$ cat config.mk
export PLATFORM = sky130hd
export DESIGN_NAME = pmcc_top
export DESIGN_NICKNAME = d
export VERILOG_FILES = /design/src/inc/pmcc_pkg.sv /design/src/inc/pmcc_clk_if.sv /design/src/hw/pmcc_div.sv /design/src/hw/pmcc_top.sv /design/src/hw/pmcc_wake.sv
export SDC_FILE = /design/constraint.sdc
export NUM_CORES = 1
export LEC_CHECK = 0
export ABC_AREA = 1
export ABC_CLOCK_PERIOD_IN_PS = 1200
export BUFFER_PORTS_ARGS = -buffer_cell sky130_fd_sc_hd__buf_2
export CAP_MARGIN = 20
export CORE_MARGIN = 5
export CORE_UTILIZATION = 42
export DETAILED_ROUTE_END_ITERATION = 7
export PLACE_DENSITY = 0.8
export SKIP_CTS_REPAIR_TIMING = 1
export SYNTH_ARGS = -nofsm -noshare
export SYNTH_HDL_FRONTEND = slang
export SYNTH_SLANG_ARGS = --single-unit
$ cat constraint.sdc
create_clock -name pclk -period 1.2 [get_ports pclk]
set_clock_uncertainty 0.05 [all_clocks]
set_input_delay 0.18 -clock pclk [delete_from_list [all_inputs] [get_ports pclk]]
set_output_delay 0.18 -clock pclk [all_outputs]
set_load 0.05 [all_outputs]
$ cat src/inc/pmcc_pkg.sv
// constants and types of the power-mode clock controller
//
// Functional notes
// - system clock is crystal reference times four
// - memory/dma/irc full rate, timer/serial/parallel half
// - halt bit stops core pipe and snoop clocks, keeps pipeline
// - halt grants general requests, never snoop ones
// - write buffer drains in sleep; system clock runs
// - halt ends on any interrupt, nmi or reset
// - doze stops part of core, peripherals run
// - doze ends on same sources, mask untouched
// - masked doze wake resumes at next instruction
// - reduced frequency change takes effect immediately
// - refresh keeps full clock, baud and timer count keep half clock
// - per-block clock gating in doze and halt
// - self-refresh dram allows stopping refresh in halt
package pmcc_pkg;

  // ==========================================================
  // clock generation
  localparam int unsigned PLL_MULT = 4;
  localparam logic [3:0] PLL_LOCK_CNT = 4'(PLL_MULT - 1);
  localparam int unsigned CLK_PERIOD_NS = 25;

  // ==========================================================
  // register map (byte addresses)
  localparam logic [11:0] OFF_CFG = 12'h000;
  localparam logic [11:0] OFF_STAT = 12'h004;
  localparam logic [11:0] OFF_GATE = 12'h008;

  // ==========================================================
  // configuration fields
  localparam int RF_LSB = 0;
  localparam int RF_W = 2;
  localparam int HALT_BIT = 8;
  localparam int DOZE_BIT = 9;
  localparam int SREF_BIT = 10;
  localparam logic [31:0] CFG_RST = 32'h0000_0000;
  localparam logic [31:0] CFG_WMASK = 32'h0000_0703;

  // ==========================================================
  // operating modes
  typedef enum logic [2:0] {
    PMCC_NORMAL = 3'b001,
    PMCC_DOZE = 3'b010,
    PMCC_HALT = 3'b100
  } pmcc_mode_t;

endpackage : pmcc_pkg

$ cat src/inc/pmcc_clk_if.sv
// internal carrier between the controller, its rate divider and its wake detector
`timescale 1ns/10ps
`default_nettype none
interface pmcc_clk_if;
  logic [pmcc_pkg::RF_W-1:0] rf_sel;
  logic half_en;
  logic rf_en;
  logic rf_half_en;
  logic [7:0] ext_int;
  logic periph_int;
  logic nmi;
  logic int_masked;
  logic asleep;
  logic wake_pulse;
  logic wake_exc;
  logic wake_resume;

  modport div_mp (input rf_sel, output half_en, output rf_en, output rf_half_en);
  modport wake_mp (input ext_int, input periph_int, input nmi, input int_masked, input asleep,
                   output wake_pulse, output wake_exc, output wake_resume);
endinterface : pmcc_clk_if
`default_nettype wire

$ cat src/hw/pmcc_div.sv
// rate divider: half-rate and reduced-rate enable pulses
`timescale 1ns/10ps
`default_nettype none
module pmcc_div #(
  parameter int CNT_W = 4
) (
  input wire logic pclk,
  input wire logic presetn,
  pmcc_clk_if.div_mp cif
);

  logic [CNT_W-1:0] cnt_r;
  logic [CNT_W-1:0] cnt_nxt;
  logic [CNT_W-1:0] rf_mask;
  logic [CNT_W-1:0] rfh_mask;

  always_comb begin
    cnt_nxt = cnt_r + 1'b1;
    rf_mask = CNT_W'((1 << cif.rf_sel) - 1);
    rfh_mask = CNT_W'((2 << cif.rf_sel) - 1);
  end

  // ==========================================================
  // counter runs free; a new divisor applies on the next edge
  always_ff @(posedge pclk or negedge presetn) begin
    if (!presetn) begin
      cnt_r <= '0;
      cif.half_en <= 1'b0;
      cif.rf_en <= 1'b0;
      cif.rf_half_en <= 1'b0;
    end else begin
      cnt_r <= cnt_nxt;
      cif.half_en <= ~cnt_nxt[0];
      cif.rf_en <= (cnt_nxt & rf_mask) == '0;
      cif.rf_half_en <= (cnt_nxt & rfh_mask) == '0;
    end
  end

endmodule : pmcc_div
`default_nettype wire

$ cat src/hw/pmcc_top.sv
// power-mode clock controller: modes, clock gating, bus release, apb registers
`timescale 1ns/10ps
`default_nettype none
module pmcc_top (
  input wire logic pclk,
  input wire logic presetn,
  input wire logic psel,
  input wire logic penable,
  input wire logic pwrite,
  input wire logic [11:0] paddr,
  input wire logic [31:0] pwdata,
  output logic [31:0] prdata,
  output logic pready,
  output logic pslverr,
  input wire logic xtal_ref,
  output logic pll_locked,
  input wire logic periph_int,
  input wire logic [7:0] ext_int,
  input wire logic nmi,
  input wire logic int_masked,
  input wire logic wbuf_empty,
  input wire logic general_bus_request,
  input wire logic high_priority_general_request,
  input wire logic snoop_bus_request,
  input wire logic high_priority_snoop_request,
  output logic general_bus_grant,
  output logic high_priority_general_grant,
  output logic snoop_bus_grant,
  output logic high_priority_snoop_grant,
  output logic core_exception_req,
  output logic core_resume_req,
  output logic system_clock_run,
  output logic core_pipe_clk_en,
  output logic core_snoop_clk_en,
  output logic core_int_clk_en,
  output logic wbuf_clk_en,
  output logic dram_refresh_clk_en,
  output logic dram_ctl_clk_en,
  output logic rom_clk_en,
  output logic dma_clk_en,
  output logic irc_clk_en,
  output logic serial_baud_clk_en,
  output logic serial_clk_en,
  output logic timer_cnt_clk_en,
  output logic timer_clk_en,
  output logic parallel_clk_en,
  output logic halt_active,
  output logic doze_active
);

  // ==========================================================
  // sub-blocks
  pmcc_clk_if cif ();

  pmcc_div pmcc_div_inst (
    .pclk(pclk),
    .presetn(presetn),
    .cif(cif.div_mp)
  );

  pmcc_wake pmcc_wake_inst (
    .pclk(pclk),
    .presetn(presetn),
    .cif(cif.wake_mp)
  );

  logic [31:0] cfg_r;
  pmcc_pkg::pmcc_mode_t mode_r;
  pmcc_pkg::pmcc_mode_t mode_nxt;
  logic [3:0] gnt_r;
  logic [3:0] gnt_nxt;
  logic [3:0] req_ok;
  logic snp_ok;
  logic [3:0] ref_cnt_r;
  logic ref_prev_r;
  logic ref_rise;
  logic apb_setup;
  logic apb_wr_cfg;
  logic addr_hit;
  logic [31:0] rd_val;
  logic [15:0] gate_vec;

  assign cif.rf_sel = cfg_r[pmcc_pkg::RF_LSB +: pmcc_pkg::RF_W];
  assign cif.ext_int = ext_int;
  assign cif.periph_int = periph_int;
  assign cif.nmi = nmi;
  assign cif.int_masked = int_masked;
  assign cif.asleep = (mode_r != pmcc_pkg::PMCC_NORMAL);

  // ==========================================================
  // pll lock monitor: four system clocks per reference period
  assign ref_rise = xtal_ref & ~ref_prev_r;

  always_ff @(posedge pclk or negedge presetn) begin
    if (!presetn) begin
      ref_prev_r <= 1'b0;
      ref_cnt_r <= 4'h0;
      pll_locked <= 1'b0;
    end else begin
      ref_prev_r <= xtal_ref;
      if (ref_rise) begin
        ref_cnt_r <= 4'h0;
        pll_locked <= (ref_cnt_r == pmcc_pkg::PLL_LOCK_CNT);
      end else if (ref_cnt_r != 4'hf) begin
        ref_cnt_r <= ref_cnt_r + 4'h1;
      end
    end
  end

  // ==========================================================
  // apb slave: zero wait, read data captured in setup phase
  assign apb_setup = psel & ~penable;
  assign apb_wr_cfg = psel & penable & pwrite & (paddr == pmcc_pkg::OFF_CFG);
  assign addr_hit = (paddr == pmcc_pkg::OFF_CFG) | (paddr == pmcc_pkg::OFF_STAT) |
                    (paddr == pmcc_pkg::OFF_GATE);
  assign pready = 1'b1;
  assign pslverr = psel & penable & ~addr_hit;

  assign gate_vec = {system_clock_run, core_pipe_clk_en, core_snoop_clk_en, core_int_clk_en,
                     wbuf_clk_en, dram_refresh_clk_en, dram_ctl_clk_en, rom_clk_en,
                     dma_clk_en, irc_clk_en, serial_baud_clk_en, serial_clk_en,
                     timer_cnt_clk_en, timer_clk_en, parallel_clk_en, 1'b0};

  always_comb begin
    rd_val = 32'h0000_0000;
    case (paddr)
      pmcc_pkg::OFF_CFG: rd_val = cfg_r;
      pmcc_pkg::OFF_STAT: rd_val = {20'h0_0000, gnt_r, 1'b0, wbuf_empty, pll_locked, 2'h0, mode_r};
      pmcc_pkg::OFF_GATE: rd_val = {16'h0000, gate_vec};
      default: rd_val = 32'h0000_0000;
    endcase
  end

  always_ff @(posedge pclk or negedge presetn) begin
    if (!presetn) begin
      prdata <= 32'h0000_0000;
    end else if (apb_setup && !pwrite) begin
      prdata <= rd_val;
    end
  end

  // ==========================================================
  // configuration register; a store that sets a sleep bit wins
  // over a wake in the same cycle, the wake source being a level
  always_ff @(posedge pclk or negedge presetn) begin
    if (!presetn) begin
      cfg_r <= pmcc_pkg::CFG_RST;
    end else if (apb_wr_cfg) begin
      cfg_r <= pwdata & pmcc_pkg::CFG_WMASK;
    end else if (cif.wake_pulse) begin
      cfg_r[pmcc_pkg::HALT_BIT] <= 1'b0;
      cfg_r[pmcc_pkg::DOZE_BIT] <= 1'b0;
    end
  end

  // ==========================================================
  // mode state machine; halt has priority over doze
  always_comb begin
    case (mode_r)
      pmcc_pkg::PMCC_NORMAL: begin
        if (cfg_r[pmcc_pkg::HALT_BIT]) begin
          mode_nxt = pmcc_pkg::PMCC_HALT;
        end else if (cfg_r[pmcc_pkg::DOZE_BIT]) begin
          mode_nxt = pmcc_pkg::PMCC_DOZE;
        end else begin
          mode_nxt = pmcc_pkg::PMCC_NORMAL;
        end
      end
      pmcc_pkg::PMCC_DOZE: begin
        if (cif.wake_pulse || !cfg_r[pmcc_pkg::DOZE_BIT]) begin
          mode_nxt = pmcc_pkg::PMCC_NORMAL;
        end else if (cfg_r[pmcc_pkg::HALT_BIT]) begin
          mode_nxt = pmcc_pkg::PMCC_HALT;
        end else begin
          mode_nxt = pmcc_pkg::PMCC_DOZE;
        end
      end
      pmcc_pkg::PMCC_HALT: begin
        if (cif.wake_pulse || !cfg_r[pmcc_pkg::HALT_BIT]) begin
          mode_nxt = pmcc_pkg::PMCC_NORMAL;
        end else begin
          mode_nxt = pmcc_pkg::PMCC_HALT;
        end
      end
      default: mode_nxt = pmcc_pkg::PMCC_NORMAL;
    endcase
  end

  always_ff @(posedge pclk or negedge presetn) begin
    if (!presetn) begin
      mode_r <= pmcc_pkg::PMCC_NORMAL;
    end else begin
      mode_r <= mode_nxt;
    end
  end

  assign halt_active = (mode_r == pmcc_pkg::PMCC_HALT);
  assign doze_active = (mode_r == pmcc_pkg::PMCC_DOZE);

  // ==========================================================
  // wake outcome to the core; halt assumes interrupts unmasked,
  // so it always ends in an exception
  always_ff @(posedge pclk or negedge presetn) begin
    if (!presetn) begin
      core_exception_req <= 1'b0;
      core_resume_req <= 1'b0;
    end else begin
      core_exception_req <= cif.wake_pulse & (halt_active | cif.wake_exc);
      core_resume_req <= cif.wake_pulse & doze_active & cif.wake_resume;
    end
  end

  // ==========================================================
  // bus release arbiter; grant bits {hp snoop, hp general, snoop, general}
  always_comb begin
    snp_ok = ~halt_active;
    req_ok = {high_priority_snoop_request & snp_ok, high_priority_general_request,
              snoop_bus_request & snp_ok, general_bus_request};
    gnt_nxt = gnt_r & req_ok;
    if (gnt_nxt == 4'h0) begin
      if (req_ok[3]) begin
        gnt_nxt = 4'h8;
      end else if (req_ok[2]) begin
        gnt_nxt = 4'h4;
      end else if (req_ok[1]) begin
        gnt_nxt = 4'h2;
      end else if (req_ok[0]) begin
        gnt_nxt = 4'h1;
      end else begin
        gnt_nxt = 4'h0;
      end
    end
  end

  always_ff @(posedge pclk or negedge presetn) begin
    if (!presetn) begin
      gnt_r <= 4'h0;
    end else begin
      gnt_r <= gnt_nxt;
    end
  end

  assign high_priority_snoop_grant = gnt_r[3];
  assign high_priority_general_grant = gnt_r[2];
  assign snoop_bus_grant = gnt_r[1];
  assign general_bus_grant = gnt_r[0];

  // ==========================================================
  // clock gating enables, all registered so they only move on an edge
  always_ff @(posedge pclk or negedge presetn) begin
    if (!presetn) begin
      system_clock_run <= 1'b0;
      core_pipe_clk_en <= 1'b0;
      core_snoop_clk_en <= 1'b0;
      core_int_clk_en <= 1'b0;
      wbuf_clk_en <= 1'b0;
      dram_refresh_clk_en <= 1'b0;
      dram_ctl_clk_en <= 1'b0;
      rom_clk_en <= 1'b0;
      dma_clk_en <= 1'b0;
      irc_clk_en <= 1'b0;
      serial_baud_clk_en <= 1'b0;
      serial_clk_en <= 1'b0;
      timer_cnt_clk_en <= 1'b0;
      timer_clk_en <= 1'b0;
      parallel_clk_en <= 1'b0;
    end else begin
      system_clock_run <= 1'b1;
      core_pipe_clk_en <= cif.rf_en & (mode_r == pmcc_pkg::PMCC_NORMAL);
      core_snoop_clk_en <= cif.rf_en & ~halt_active;
      core_int_clk_en <= cif.rf_en;
      wbuf_clk_en <= cif.rf_en & (~cif.asleep | ~wbuf_empty);
      dram_refresh_clk_en <= ~(halt_active & cfg_r[pmcc_pkg::SREF_BIT]);
      dram_ctl_clk_en <= cif.rf_en & ~halt_active;
      rom_clk_en <= cif.rf_en & ~halt_active;
      dma_clk_en <= cif.rf_en & ~halt_active;
      irc_clk_en <= cif.rf_en;
      serial_baud_clk_en <= cif.half_en;
      serial_clk_en <= cif.rf_half_en;
      timer_cnt_clk_en <= cif.half_en;
      timer_clk_en <= cif.rf_half_en;
      parallel_clk_en <= cif.rf_half_en & ~halt_active;
    end
  end

  // ==========================================================
  // assertions
  // armed one clock after reset release, so that no attempt started
  // on the releasing edge sees the reset values of the enables
  logic arm_r;

  always_ff @(posedge pclk or negedge presetn) begin
    if (!presetn) begin
      arm_r <= 1'b0;
    end else begin
      arm_r <= 1'b1;
    end
  end
endmodule : pmcc_top
`default_nettype wire

$ cat src/hw/pmcc_wake.sv
// wake detector for doze and halt
`timescale 1ns/10ps
`default_nettype none
module pmcc_wake (
  input wire logic pclk,
  input wire logic presetn,
  pmcc_clk_if.wake_mp cif
);

  logic src;
  logic exc;

  always_comb begin
    src = cif.periph_int | (|cif.ext_int) | cif.nmi;
    exc = cif.nmi | ((cif.periph_int | (|cif.ext_int)) & ~cif.int_masked);
  end

  // ==========================================================
  // one pulse per wake; the guard stops a second pulse while the
  // controller is still leaving the sleep mode
  always_ff @(posedge pclk or negedge presetn) begin
    if (!presetn) begin
      cif.wake_pulse <= 1'b0;
      cif.wake_exc <= 1'b0;
      cif.wake_resume <= 1'b0;
    end else begin
      cif.wake_pulse <= cif.asleep & src & ~cif.wake_pulse;
      cif.wake_exc <= exc;
      cif.wake_resume <= ~exc;
    end
  end

endmodule : pmcc_wake
`default_nettype wire

Word level (Yosys, flattened, before mapping):

Index checks and enable logic that the tools add are counted.
Widths: inputs -> output; s select.

* register bits after elaboration: 71
* output and inout bits: 58

* eq/ne operators: 8
* bitwise gates (word level): 40
* $add $sub $neg: 4
* muxes and demuxes: 16
* shift-type cells: 2
* reduce and logical (&&, ||, !) cells: 13

Operator list (number)
* $pmux 16 s3: 1
* $and 1x1->1: 19
* $mux 4: 4
* $mux 3: 5
* $and 4x4->4: 3
* $eq 12x3->1 const B: 1
* $eq 12x4->1 const B: 1
* $logic_not 12->1: 1
* $logic_not 4->1: 3
* $not 1->1: 11
* $pmux 3 s3: 1
* $add 4x1->4 const B: 2
* $mux 2: 4
* $reduce_or 8->1: 1
* $sub 4x2->4 const B: 2
* $or 1x1->1: 7
* $eq 4x2->1 const B: 1
* $ne 4x4->1 const B: 1
* $reduce_bool 2->1: 2
* $shl 1x2->4 const A: 1
* $shl 2x2->4 const A: 1
* $eq 3x1->1 const B: 1
* $eq 3x2->1 const B: 1
* $eq 3x3->1 const B: 1
* other kinds (5): 8

Longest topological paths before layout:

Gate-level depths: netlist of run 1.

* depth in word-level cells: 7
* mapped depth: 8
* gate-level depth less buffers: 7

Cells and area by module:

From an unflattened synthesis of run 1, not the netlist that was laid out.

* cell total of the unflattened synthesis: 317
* area, all modules: 2695.1 µm²

By module, submodules not included
* pmcc_top: sequential area each 1102.3 µm², times used 1, area each 2243.4 µm², cells each 266
* pmcc_div: sequential area each 175.2 µm², times used 1, area each 300.3 µm², cells each 33
* pmcc_wake: sequential area each 75.1 µm², times used 1, area each 151.4 µm², cells each 18

Least setup slack after synthesis of run 1:

Ideal clock, no wire load.

* path type: reg-to-reg
* from: register mode_r[2]
* to: register mode_r[0]
* setup slack: -937 ps
* buffers on the path: 0
* library setup time: 85 ps
* clock period less this slack: 2137 ps
* cell stages (with the launch flop): 4
* arrival: 2002 ps
* data required time: 1065 ps
* cell sequence: dfrtp_1 > nor3_1 > o21ai_0 > o2111ai_1

* cells in the longest elaborated chain, start to end: 2
* elaborated cells between the ends (all ways): 4
* those cells by class: eq/ne: 3; mux: 1

Ends and longest elaborated chain
* start: declaration: RTL line pmcc_top.sv:68 `pmcc_pkg::pmcc_mode_t mode_r;`
* start signal: assignment: RTL line pmcc_top.sv:191 `mode_r <= pmcc_pkg::PMCC_NORMAL;`
* start signal: assignment: RTL line pmcc_top.sv:193 `mode_r <= mode_nxt;`
* $eq 3x2->1
* net doze_active: RTL line pmcc_top.sv:48 `output logic doze_active`
* $pmux 3 s3: RTL line pmcc_top.sv:159 `case (mode_r)`
* net mode_nxt[0]: RTL line pmcc_top.sv:69 `pmcc_pkg::pmcc_mode_t mode_nxt;`

The timed path passes the listed nets, and every way through them passes these cells.
A chain may end at the register's enable or synchronous reset.

Worst setup path in the final report of run 1:

* from: register mode_r[0]
* to: output port halt_active

* cells in the longest elaborated chain, start to end: 1

Ends and longest elaborated chain
* $eq 3x3->1: RTL line pmcc_top.sv:197 `assign halt_active = (mode_r == pmcc_pkg::PMCC_HALT);`
* end: declaration: RTL line pmcc_top.sv:47 `output logic halt_active,`

No other way between the ends.

==> results of run 1 <==
==> state kept, by name (all words and copies together) (netlist names), 3 cells and up <==
signal               flops
cfg_r                    5
gnt_r                    4
mode_r                   3
pmcc_div_inst.cnt_r      4
prdata                  15
ref_cnt_r                4
==> worst max-delay path: stages (launching register included) <==
cell	delay, ps
dfstp_2	550
inv_2	60
nand3_4	100
clkinvlp_4	110
buf_6	160
==> layout make-up <==
cell class	instances	area [um^2]
Tap cell	75	93.8
Timing Repair Buffer	117	852
Multi-Input combinational cell	197	1080
Fill cell	505	2350
Clock inverter	1	5.00
Clock buffer	7	86.3
Sequential cell	54	1360
Inverter	34	131
==> how the worst max path moves through the flow <==
stage	start	end	slack, ps	cells after the start
2_1_floorplan	mode_r[0]	core_exception_req	-190	4
3_3_place_gp	paddr[1]	pslverr	-70	7
3_5_place_dp	paddr[7]	prdata[8]	-130	9
4_1_cts	mode_r[0]	halt_active	-400	4
5_1_grt	mode_r[0]	halt_active	-350	4
6_report	mode_r[0]	halt_active	-300	4
==> metal layers <==
| layer | global-route usage (%) | up-vias | routed length (um) | share of wire (%) |
|---|---|---|---|---|
| met5 | 0 | - | 0 | 0 |
| met4 | 5.63 | 0 | 118 | 1.9 |
| met3 | 3.45 | 14 | 370 | 5.8 |
| met2 | 29.1 | 65 | 3490 | 55 |
| met1 | 18.3 | 1084 | 2380 | 37 |
| li1 | - | 1127 | - | - |
==> cell usage in the layout, fill, tap and decap left out, types with 2 or more instances in the layout <==
cell type	instances
nand3_1	29
nor2_4	7
dfrtp_1	50
a21oi_2	3
buf_12	4
dlygate4sd3_1	2
inv_1	28
buf_4	38
buf_2	52
nor2_1	22
nor2_2	5
nand2_1	63
nand2_2	3
nand3_2	4
a21oi_1	3
conb_1	18
clkbuf_8	6
nor3_1	5
o21ai_1	13
buf_6	13
a21oi_4	2
o21ai_0	7
inv_2	5
dfrtp_2	3
xor2_1	2
clkbuf_4	8
ha_4	2
==> kinds of logic (layout without fill, tap and decap cells) <==
family	count (synthesis)	count (layout)	synth area share [%]
DFF	54	54	52.5
xor gates and xnor gates	3	3	1.02
buffers and inverters	62	159	13.2
adders and majority gates	2	2	0.971
and+or+nand+nor	141	141	25.2
AOI/OAI and AO/OA	33	33	6.85
other	2	18	0.292
==> report_power, final <==
part	switching (mW)	total [mW]	internal (mW)
logic	0.541	0.828	0.288
registers	0.0935	2.01	1.92
clock network	0.561	1.03	0.467
total	1.19	3.87	2.67
==> impl_results.md, run 1 <==
* Synth Flop Type: dfrtp_1
* CTS tree: yes
* Final Util at 60.5%
* Crit. End Element: primary output
* Die Ht at 88.3 um
* Synth top cells by count: nand2_1, dfrtp_1, inv_1, nand3_1, nor2_1
* Grt total ovfl at 0
* Failing checks: setup timing
* Placer Congestion at 0.807
* Largest net degree at the start of global routing at 55
* Count leader, synth: nand2_1
* Vias post-DR at 2290
* Pleak at 1.87 nW
* DRC viols at 0
* Fmax at 665 MHz
* Min-Delay Path Depth at 2
* Total power at 3.87 mW
* #FFs+latches synth at 54
* Layout net count at 477
* Type of the worst setup path: flip-flop to primary output
* Core Rows at 28
* Final instance area at 0.00361 mm^2
* Hold Crit Class: input pin to flip-flop
* Drt wl/cell at 13.1 um
* Synthesis-to-layout area growth at 40.0%
* TritonCTS Buffers at 5
* Synth warn at 0
* Routed Antenna Nets at 0
* Die area at 0.00780 mm^2
* Count of different cell masters after synthesis at 28
* Startpoint Class: flip-flop
* Placed cell count at 460
* Final setup TNS at -1770 ps
* Clock latency on the worst-skew pair at 300 ps
* H-tree depth at 2
* Worst path arrival time at 1270 ps
* Post-DP HPWL at 4.74 mm
* TritonCTS Sinks at 54
* Initial antenna violation count at 0
* Detail-routed via count per cell at 4.72
* Synth Cell Area at 0.00258 mm^2
* CTS Buffer Depth at 2
* Core Region at 0.00596 mm^2
* Area contributors post-synth: dfrtp_1, nand2_1, buf_4
* Critical R2R Capture: gnt_r[0]
* DR pass1 iterations at 4
* Fraction of layout cells with a size suffix above 1 at 39.8%
* Worst slack, placed at -134 ps
* Final Max Slew Viols at 0
* R2R Setup Slk at -260 ps
* EDFF count, synth at 0
* Asr flop ratio synth at 100%
* Setup Viol. Count Final at 13
* Final Cycle Share at 125%
* Hold path start: int_masked
* Starting density of the core at 43.3%
* Port Buffers at 79
* Non-Filler Instances at 485
* Die Span X at 88.3 um
* Status: finished, violations left
* Post-synth top area cell: dfrtp_1
* PwrDens at 1070 mW/mm^2
* Worst setup margin at -303 ps
* Hold path endpoint: pmcc_wake_inst.cif.wake_exc
* Maximum Capacitance Violations at 0
* Fin. Hold Viols at 0
* Min Tclk post-route at 1500 ps
* Crit-path max FO at 3
* Max VDD drop at 0.994 mV
* Clock root cell: clkbuf_8
* Clock-pin slew on the worst setup and hold paths at 90 ps
* I/O pins at 124
* Post-Syn Instances at 297
* N_diodes at 0
* First DRT Iteration DRCs at 82
* Register area share after synthesis at 52.5%
* RR Startpoint: mode_r[0]
* Total Wirelength at 6.36 mm
* RSZ-0062 raised after global routing: true
* First-pass GRT wire length at 9.83 mm
* Cells on worst reg2reg path at 9
* Post-synth top area share at 51.5%
* Instance area after placement at 0.00316 mm^2
* CP required at 970 ps
* Worst-case hold slack at 14.0 ps
* Syn avg cell area at 8.67 um^2
* GRT Util Overall at 15.9%
* Vias in the first global route at 2216
Power figures use the tool's default switching activity.
==> run 2, diff against run 1 <==
Settings changed: HOLD_SLACK_MARGIN from default to 0.05.
==> impl_results.md, run 2 (synthesized netlist as in run 1, its figures left out) <==
* Crit-path max FO at 3 (unchanged)
* Final setup TNS at -1730 ps (+41.0 ps)
* Synthesis-to-layout area growth at 40.7%
* Clock-pin slew on the worst setup and hold paths at 90 ps (about the same)
* H-tree depth at 2 (unchanged)
* Fin. Hold Viols at 0 (unchanged)
* GRT Util Overall at 15.9% (unchanged)
* Hold Crit Class: input pin to flip-flop
* DR pass1 iterations at 4 (unchanged)
* Core Rows at 28 (unchanged)
* RSZ-0062 raised after global routing: true
* Initial antenna violation count at 0 (unchanged)
* Slowest-stage cell, CP: dfstp_2
* End point of the critical path: halt_active
* Clock latency on the worst-skew pair at 300 ps (about the same)
* Fmax at 668 MHz (+0.45%)
* I/O pins at 124 (unchanged)
* Commonest non-fill, non-tap cell in the layout: nand2_1
* TritonCTS Sinks at 54 (unchanged)
* Crit. End Element: primary output
* PwrDens at 1070 mW/mm^2 (-0.27%)
* N_diodes at 0 (unchanged)
* First DRT Iteration DRCs at 83 (+1.2%)
* Max VDD drop at 0.994 mV (about the same)
* Failing checks: setup timing
* RR Startpoint: mode_r[0]
* Status: finished, violations left
* GR Layer Usage met3 at 3.45% (unchanged)
* Min Tclk post-route at 1500 ps (-6.70 ps)
* TritonCTS Buffers at 5 (unchanged)
* CP required at 970 ps (about the same)
* CP Depth at 4 (unchanged)
* Biggest regs: prdata (15), cfg_r (5)
* Max reg flops at 15 (unchanged)
* CTS tree: yes
* Post-DP HPWL at 4.74 mm (unchanged)
* Most frequent cells in the layout: nand2_1, buf_2, dfrtp_1
* Core Region at 0.00596 mm^2 (unchanged)
* CP delay by family, top: flip-flops
* Port Buffers at 79 (unchanged)
* R2R Setup Slk at -250 ps (about the same)
* Starting density of the core at 43.3% (unchanged)
* Worst path buffer plus inverter count at 3 (unchanged)
* Type of the worst setup path: flip-flop to primary output
* Critical R2R Capture: gnt_r[0]
* Layout net count at 479 (+0.42%)
* DRC viols at 0 (unchanged)
* Setup Viol. Count Final at 13 (unchanged)
* Startpoint Class: flip-flop
* Fraction of layout cells with a size suffix above 1 at 39.6% (-0.19 points)
* Die area at 0.00780 mm^2 (unchanged)
* Total Wirelength at 6.55 mm (+2.9%)
* Cells on worst reg2reg path at 9 (unchanged)
* Maximum Capacitance Violations at 0 (unchanged)
* Detail-routed via count per cell at 4.77 (+0.98%)
* Worst path arrival time at 1270 ps (about the same)
* CTS Buffer Depth at 2 (unchanged)
* Die Span X at 88.3 um (unchanged)
* Vias post-DR at 2322 (+1.4%)
* Final Max Slew Viols at 0 (unchanged)
* Grt total ovfl at 0 (unchanged)
* Met1 Resource Use GR at 18.3% (unchanged)
* First-pass GRT wire length at 9.83 mm (unchanged)
* Clock root cell: clkbuf_8
* Die Ht at 88.3 um (unchanged)
* Final Cycle Share at 125% (-0.56 points)
* Placer Congestion at 0.807 (unchanged)
* Vias in the first global route at 2216 (unchanged)
* Routed Antenna Nets at 0 (unchanged)
* Worst setup margin at -296 ps (+6.70 ps)
* Busiest grt layer: met2
* Met2 usage at 29.1% (unchanged)
* Pleak at 1.87 nW (+0.45%)
* Slowest cell delay on critical path at 540 ps (about the same)
* Largest net degree at the start of global routing at 55 (unchanged)
* Final Util at 60.9% (+0.34 points)
* Drt wl/cell at 13.4 um (+2.5%)
* Largest Register: prdata
* Launch point of the worst path: mode_r[0]
* CP Cell Sequence: inv_2 > nand3_4 > clkinvlp_4 > buf_6
-- run 2: cell types whose count changed in the layout (fill, tap and decap cells not counted) --
cell           previous run  this run
dlygate4sd3_1             2         4
-- run 2: area by class of cell --
cell class | instances | area, um^2
repair buffers | 119 | 872
fillers | 500 | 2330
multi-input cells | 197 | 1080
inverters | 34 | 131
clock buffers | 7 | 86.3
clock inverters | 1 | 5.00
well taps | 75 | 93.8
flip-flops and latches | 54 | 1360
-- run 2: per-layer routing --
layer  part of all wire, %  up-vias
met5                     0        -
met4                   2.1        0
met3                   7.2       16
met2                    54       75
met1                    36     1100
li1                      -     1131
-- run 2: power by group --
part           total, mW  switching, mW  internal (mW)
registers           2.01         0.0934           1.92
logic              0.835          0.543          0.292
clock network       1.03          0.565          0.467
-- run 2: per-stage QoR --
step	instances	area, um^2	hold slack (ps)	power, mW	setup slack, ps
CTS	468	3250	-188	3.74	-402
global route	487	3630	55.6	4.06	-340
global placement	460	3160	138	2.69	-72.1
finish	487	3630	54.9	3.88	-296
floorplan	313	2680	-166	2.49	-187
detailed placement	460	3160	145	2.72	-134
-- run 2: worst register-to-register path: stages, from the launching register on --
cell,delay [ps]
dfstp_2,540
inv_2,50
nand3_4,100
buf_4,140
buf_4,100
nand2_2,70
nor2_2,120
nor2_2,60
nand2_1,60
nand2_1,50
-- run 2: how the worst min path moves through the flow --
stage                     startpoint      endpoint  slack [ps]  depth (start not counted)
after global routing       pwdata[8]      cfg_r[8]          60                          3
after global placement       presetn    ref_prev_r         140                          2
after detailed placement     presetn  ref_cnt_r[0]         140                          2
after floorplan              presetn      cfg_r[0]        -170                          0
final                      pwdata[9]      cfg_r[9]          50                          3
after CTS                    presetn  ref_cnt_r[0]        -190                          2
==> run 3, diff against run 2 <==
Settings changed: ABC_CLOCK_PERIOD_IN_PS 1200 to 1230, PLACE_DENSITY 0.8 to 0.79, SYNTH_HIERARCHICAL from default to 1.
Clock period 1.2 ns to 1.23 ns, I/O delays scaled along.
==> impl_results.md, run 3 <==
* Core Region at 0.00631 mm^2 (+6.0%)
* Final Cycle Share at 123%
* DR pass1 iterations at 4 (unchanged)
* CTS Buffer Depth at 2 (unchanged)
* Worst slack, placed at -141 ps (-6.48 ps)
* Count of different cell masters after synthesis at 33 (+18%)
* Area contributors post-synth: dfrtp_1, nand2_1, nand3_1
* Routed Antenna Nets at 0 (unchanged)
* Vias in the first global route at 2250 (+1.5%)
* Flop pwr share at 49.0% (-2.9 points)
* Total power at 4.01 mW (+3.5%)
* Max VDD drop at 0.760 mV (-24%)
* Min Tclk post-route at 1510 ps
* Worst path arrival time at 1280 ps (about the same)
* Setup Viol. Count Final at 15 (+2)
* Worst setup margin at -283 ps (+13.2 ps)
* TritonCTS Sinks at 54 (unchanged)
* Total Wirelength at 6.85 mm (+4.6%)
* Layout net count at 503 (+5.0%)
* Post-synth top area cell: dfrtp_1
* Vias post-DR at 2433 (+4.8%)
* Critical R2R Capture: mode_r[2]
* Crit-path max FO at 3 (unchanged)
* Net Sw Power at 1.24 mW (+3.1%)
* Clock root cell: clkbuf_8
* N_diodes at 0 (unchanged)
* Placer Congestion at 0.824 (+2.1%)
* Maximum Capacitance Violations at 0 (unchanged)
* Instance area after placement at 0.00328 mm^2 (+3.6%)
* Most frequent cells in the layout: nand2_1, dfrtp_1, buf_2
* Startpoint Class: flip-flop
* EDFF count, synth at 0 (unchanged)
* Hold path endpoint: cfg_r[10]
* Die Ht at 90.1 um (+2.0%)
* Fraction of layout cells with a size suffix above 1 at 40.4% (+0.80 points)
* Synth Cell Area at 0.00270 mm^2 (+4.6%)
* Pleak at 2.03 nW (+8.4%)
* Hold Crit Class: input pin to flip-flop
* DRC viols at 0 (unchanged)
* #FFs+latches synth at 54 (unchanged)
* Fmax at 661 MHz
* Synthesis-to-layout area growth at 41.6%
* Die Span X at 90.1 um (+2.0%)
* Final setup TNS at -1960 ps (-232 ps)
* Count leader, synth: nand2_1
* Initial antenna violation count at 0 (unchanged)
* Met2 usage at 24.8% (-4.3 points)
* CP required at 1000 ps (+30 ps)
* RSZ-0062 raised after global routing: true
* Busiest grt layer: met2
* Die area at 0.00812 mm^2 (+4.1%)
* Type of the worst setup path: flip-flop to primary output
* Synth top cells by count: nand2_1, dfrtp_1, inv_1
* Final Util at 60.4% (-0.44 points)
* Clock latency on the worst-skew pair at 310 ps (about the same)
* Worst-case hold slack at 46.2 ps (-8.66 ps)
* Final instance area at 0.00382 mm^2 (+5.2%)
* Post-DP HPWL at 4.99 mm (+5.4%)
* Crit. End Element: primary output
* R2R Setup Slk at -180 ps (+70 ps)
* Min-Delay Path Depth at 3 (unchanged)
* Comb pwr share at 20.1% (-1.4 points)
* Hold path start: pwdata[10]
* H-tree depth at 2 (unchanged)
* Commonest non-fill, non-tap cell in the layout: nand2_1
* Drt wl/cell at 13.3 um (-0.67%)
* GRT Util Overall at 15.5% (-0.42 points)
* Largest net degree at the start of global routing at 19 (-65%)
* RR Startpoint: mode_r[0]
* Max reg flops at 15 (unchanged)
* Synth Flop Type: dfrtp_1
* Detail-routed via count per cell at 4.74 (-0.53%)
* P_int at 2.78 mW (+3.7%)
* Biggest regs: prdata (15), cfg_r (5)
* First-pass GRT wire length at 10.5 mm (+6.5%)
* Cells on worst reg2reg path at 7 (-2)
* Fin. Hold Viols at 0 (unchanged)
* TritonCTS Buffers at 5 (unchanged)
* Starting density of the core at 42.7% (-0.57 points)
* Port Buffers at 79 (unchanged)
* Largest Register: prdata
* GR Layer Usage met3 at 5.51% (+2.1 points)
* Asr flop ratio synth at 100% (unchanged)
* Clock-pin slew on the worst setup and hold paths at 100 ps (about the same)
* Post-Syn Instances at 317 (+6.7%)
* First DRT Iteration DRCs at 138 (+66%)
* Non-Filler Instances at 513 (+5.3%)
* Core Rows at 29 (+3.6%)
* Synth warn at 6 (+6)
* Status: finished, violations left
* Register area share after synthesis at 50.2% (-2.3 points)
* Clock network fraction of total power at 30.9% (+4.3 points)
* Post-synth top area share at 49.2% (-2.3 points)
* Syn avg cell area at 8.50 um^2 (-2.0%)
* Failing checks: setup timing
* Final Max Slew Viols at 0 (unchanged)
* Sw frac at 30.9% (-0.13 points)
* Placed cell count at 486 (+5.7%)
* Grt total ovfl at 0 (unchanged)
* I/O pins at 124 (unchanged)
* PwrDens at 1050 mW/mm^2 (-1.7%)
* CTS tree: yes
* Met1 Resource Use GR at 19.5% (+1.2 points)
==> run 3: worst max path at each step <==
stage,start,endpoint,slack [ps],depth (start not counted)
after floorplan,mode_r[2],mode_r[1],-270,4
after global placement,paddr[2],pslverr,-110,8
after detailed placement,paddr[1],prdata[1],-140,10
after CTS,mode_r[0],halt_active,-440,4
after global routing,mode_r[2],doze_active,-340,2
final,mode_r[0],halt_active,-280,4
==> run 3: power groups by stage <==
stage / sequential, mW / combinational (mW) / clock, mW
after floorplan: 2.07 / 0.373 / 0
after global placement: 1.97 / 0.658 / 0
after detailed placement: 1.98 / 0.674 / 0
after CTS: 1.94 / 0.676 / 1.26
after global routing: 1.98 / 0.882 / 1.34
final: 1.97 / 0.805 / 1.24
==> run 3: metal layers <==
metal / vias to the layer above / part of all wire (%)
met5: - / 0
met4: 0 / 1.7
met3: 11 / 7.5
met2: 91 / 51
met1: 1130 / 40
li1: 1201 / -
==> run 3: logic make-up after synthesis <==
family	Yosys count	synth area share (%)
AND/OR/NAND/NOR	167	30.0
buffers and inverters	65	12.9
flip-flops	54	50.2
AO/OA/AOI/OAI	26	5.39
adder cells (fa/ha/maj)	2	0.928
other	2	0.279
XOR/XNOR	1	0.325
==> run 3: layout make-up <==
cell class / instances / area [um^2]
Inverter: 38 / 149
Clock buffer: 5 / 68.8
Tap cell: 77 / 96.3
Fill cell: 543 / 2500
Multi-Input combinational cell: 214 / 1190
Sequential cell: 54 / 1350
Clock inverter: 3 / 48.8
Timing Repair Buffer: 122 / 911
==> run 3: critical path, stage by stage (launching register included) <==
cell	delay [ps]
dfstp_2	550
inv_2	50
nand3_4	70
clkinvlp_4	130
buf_8	170
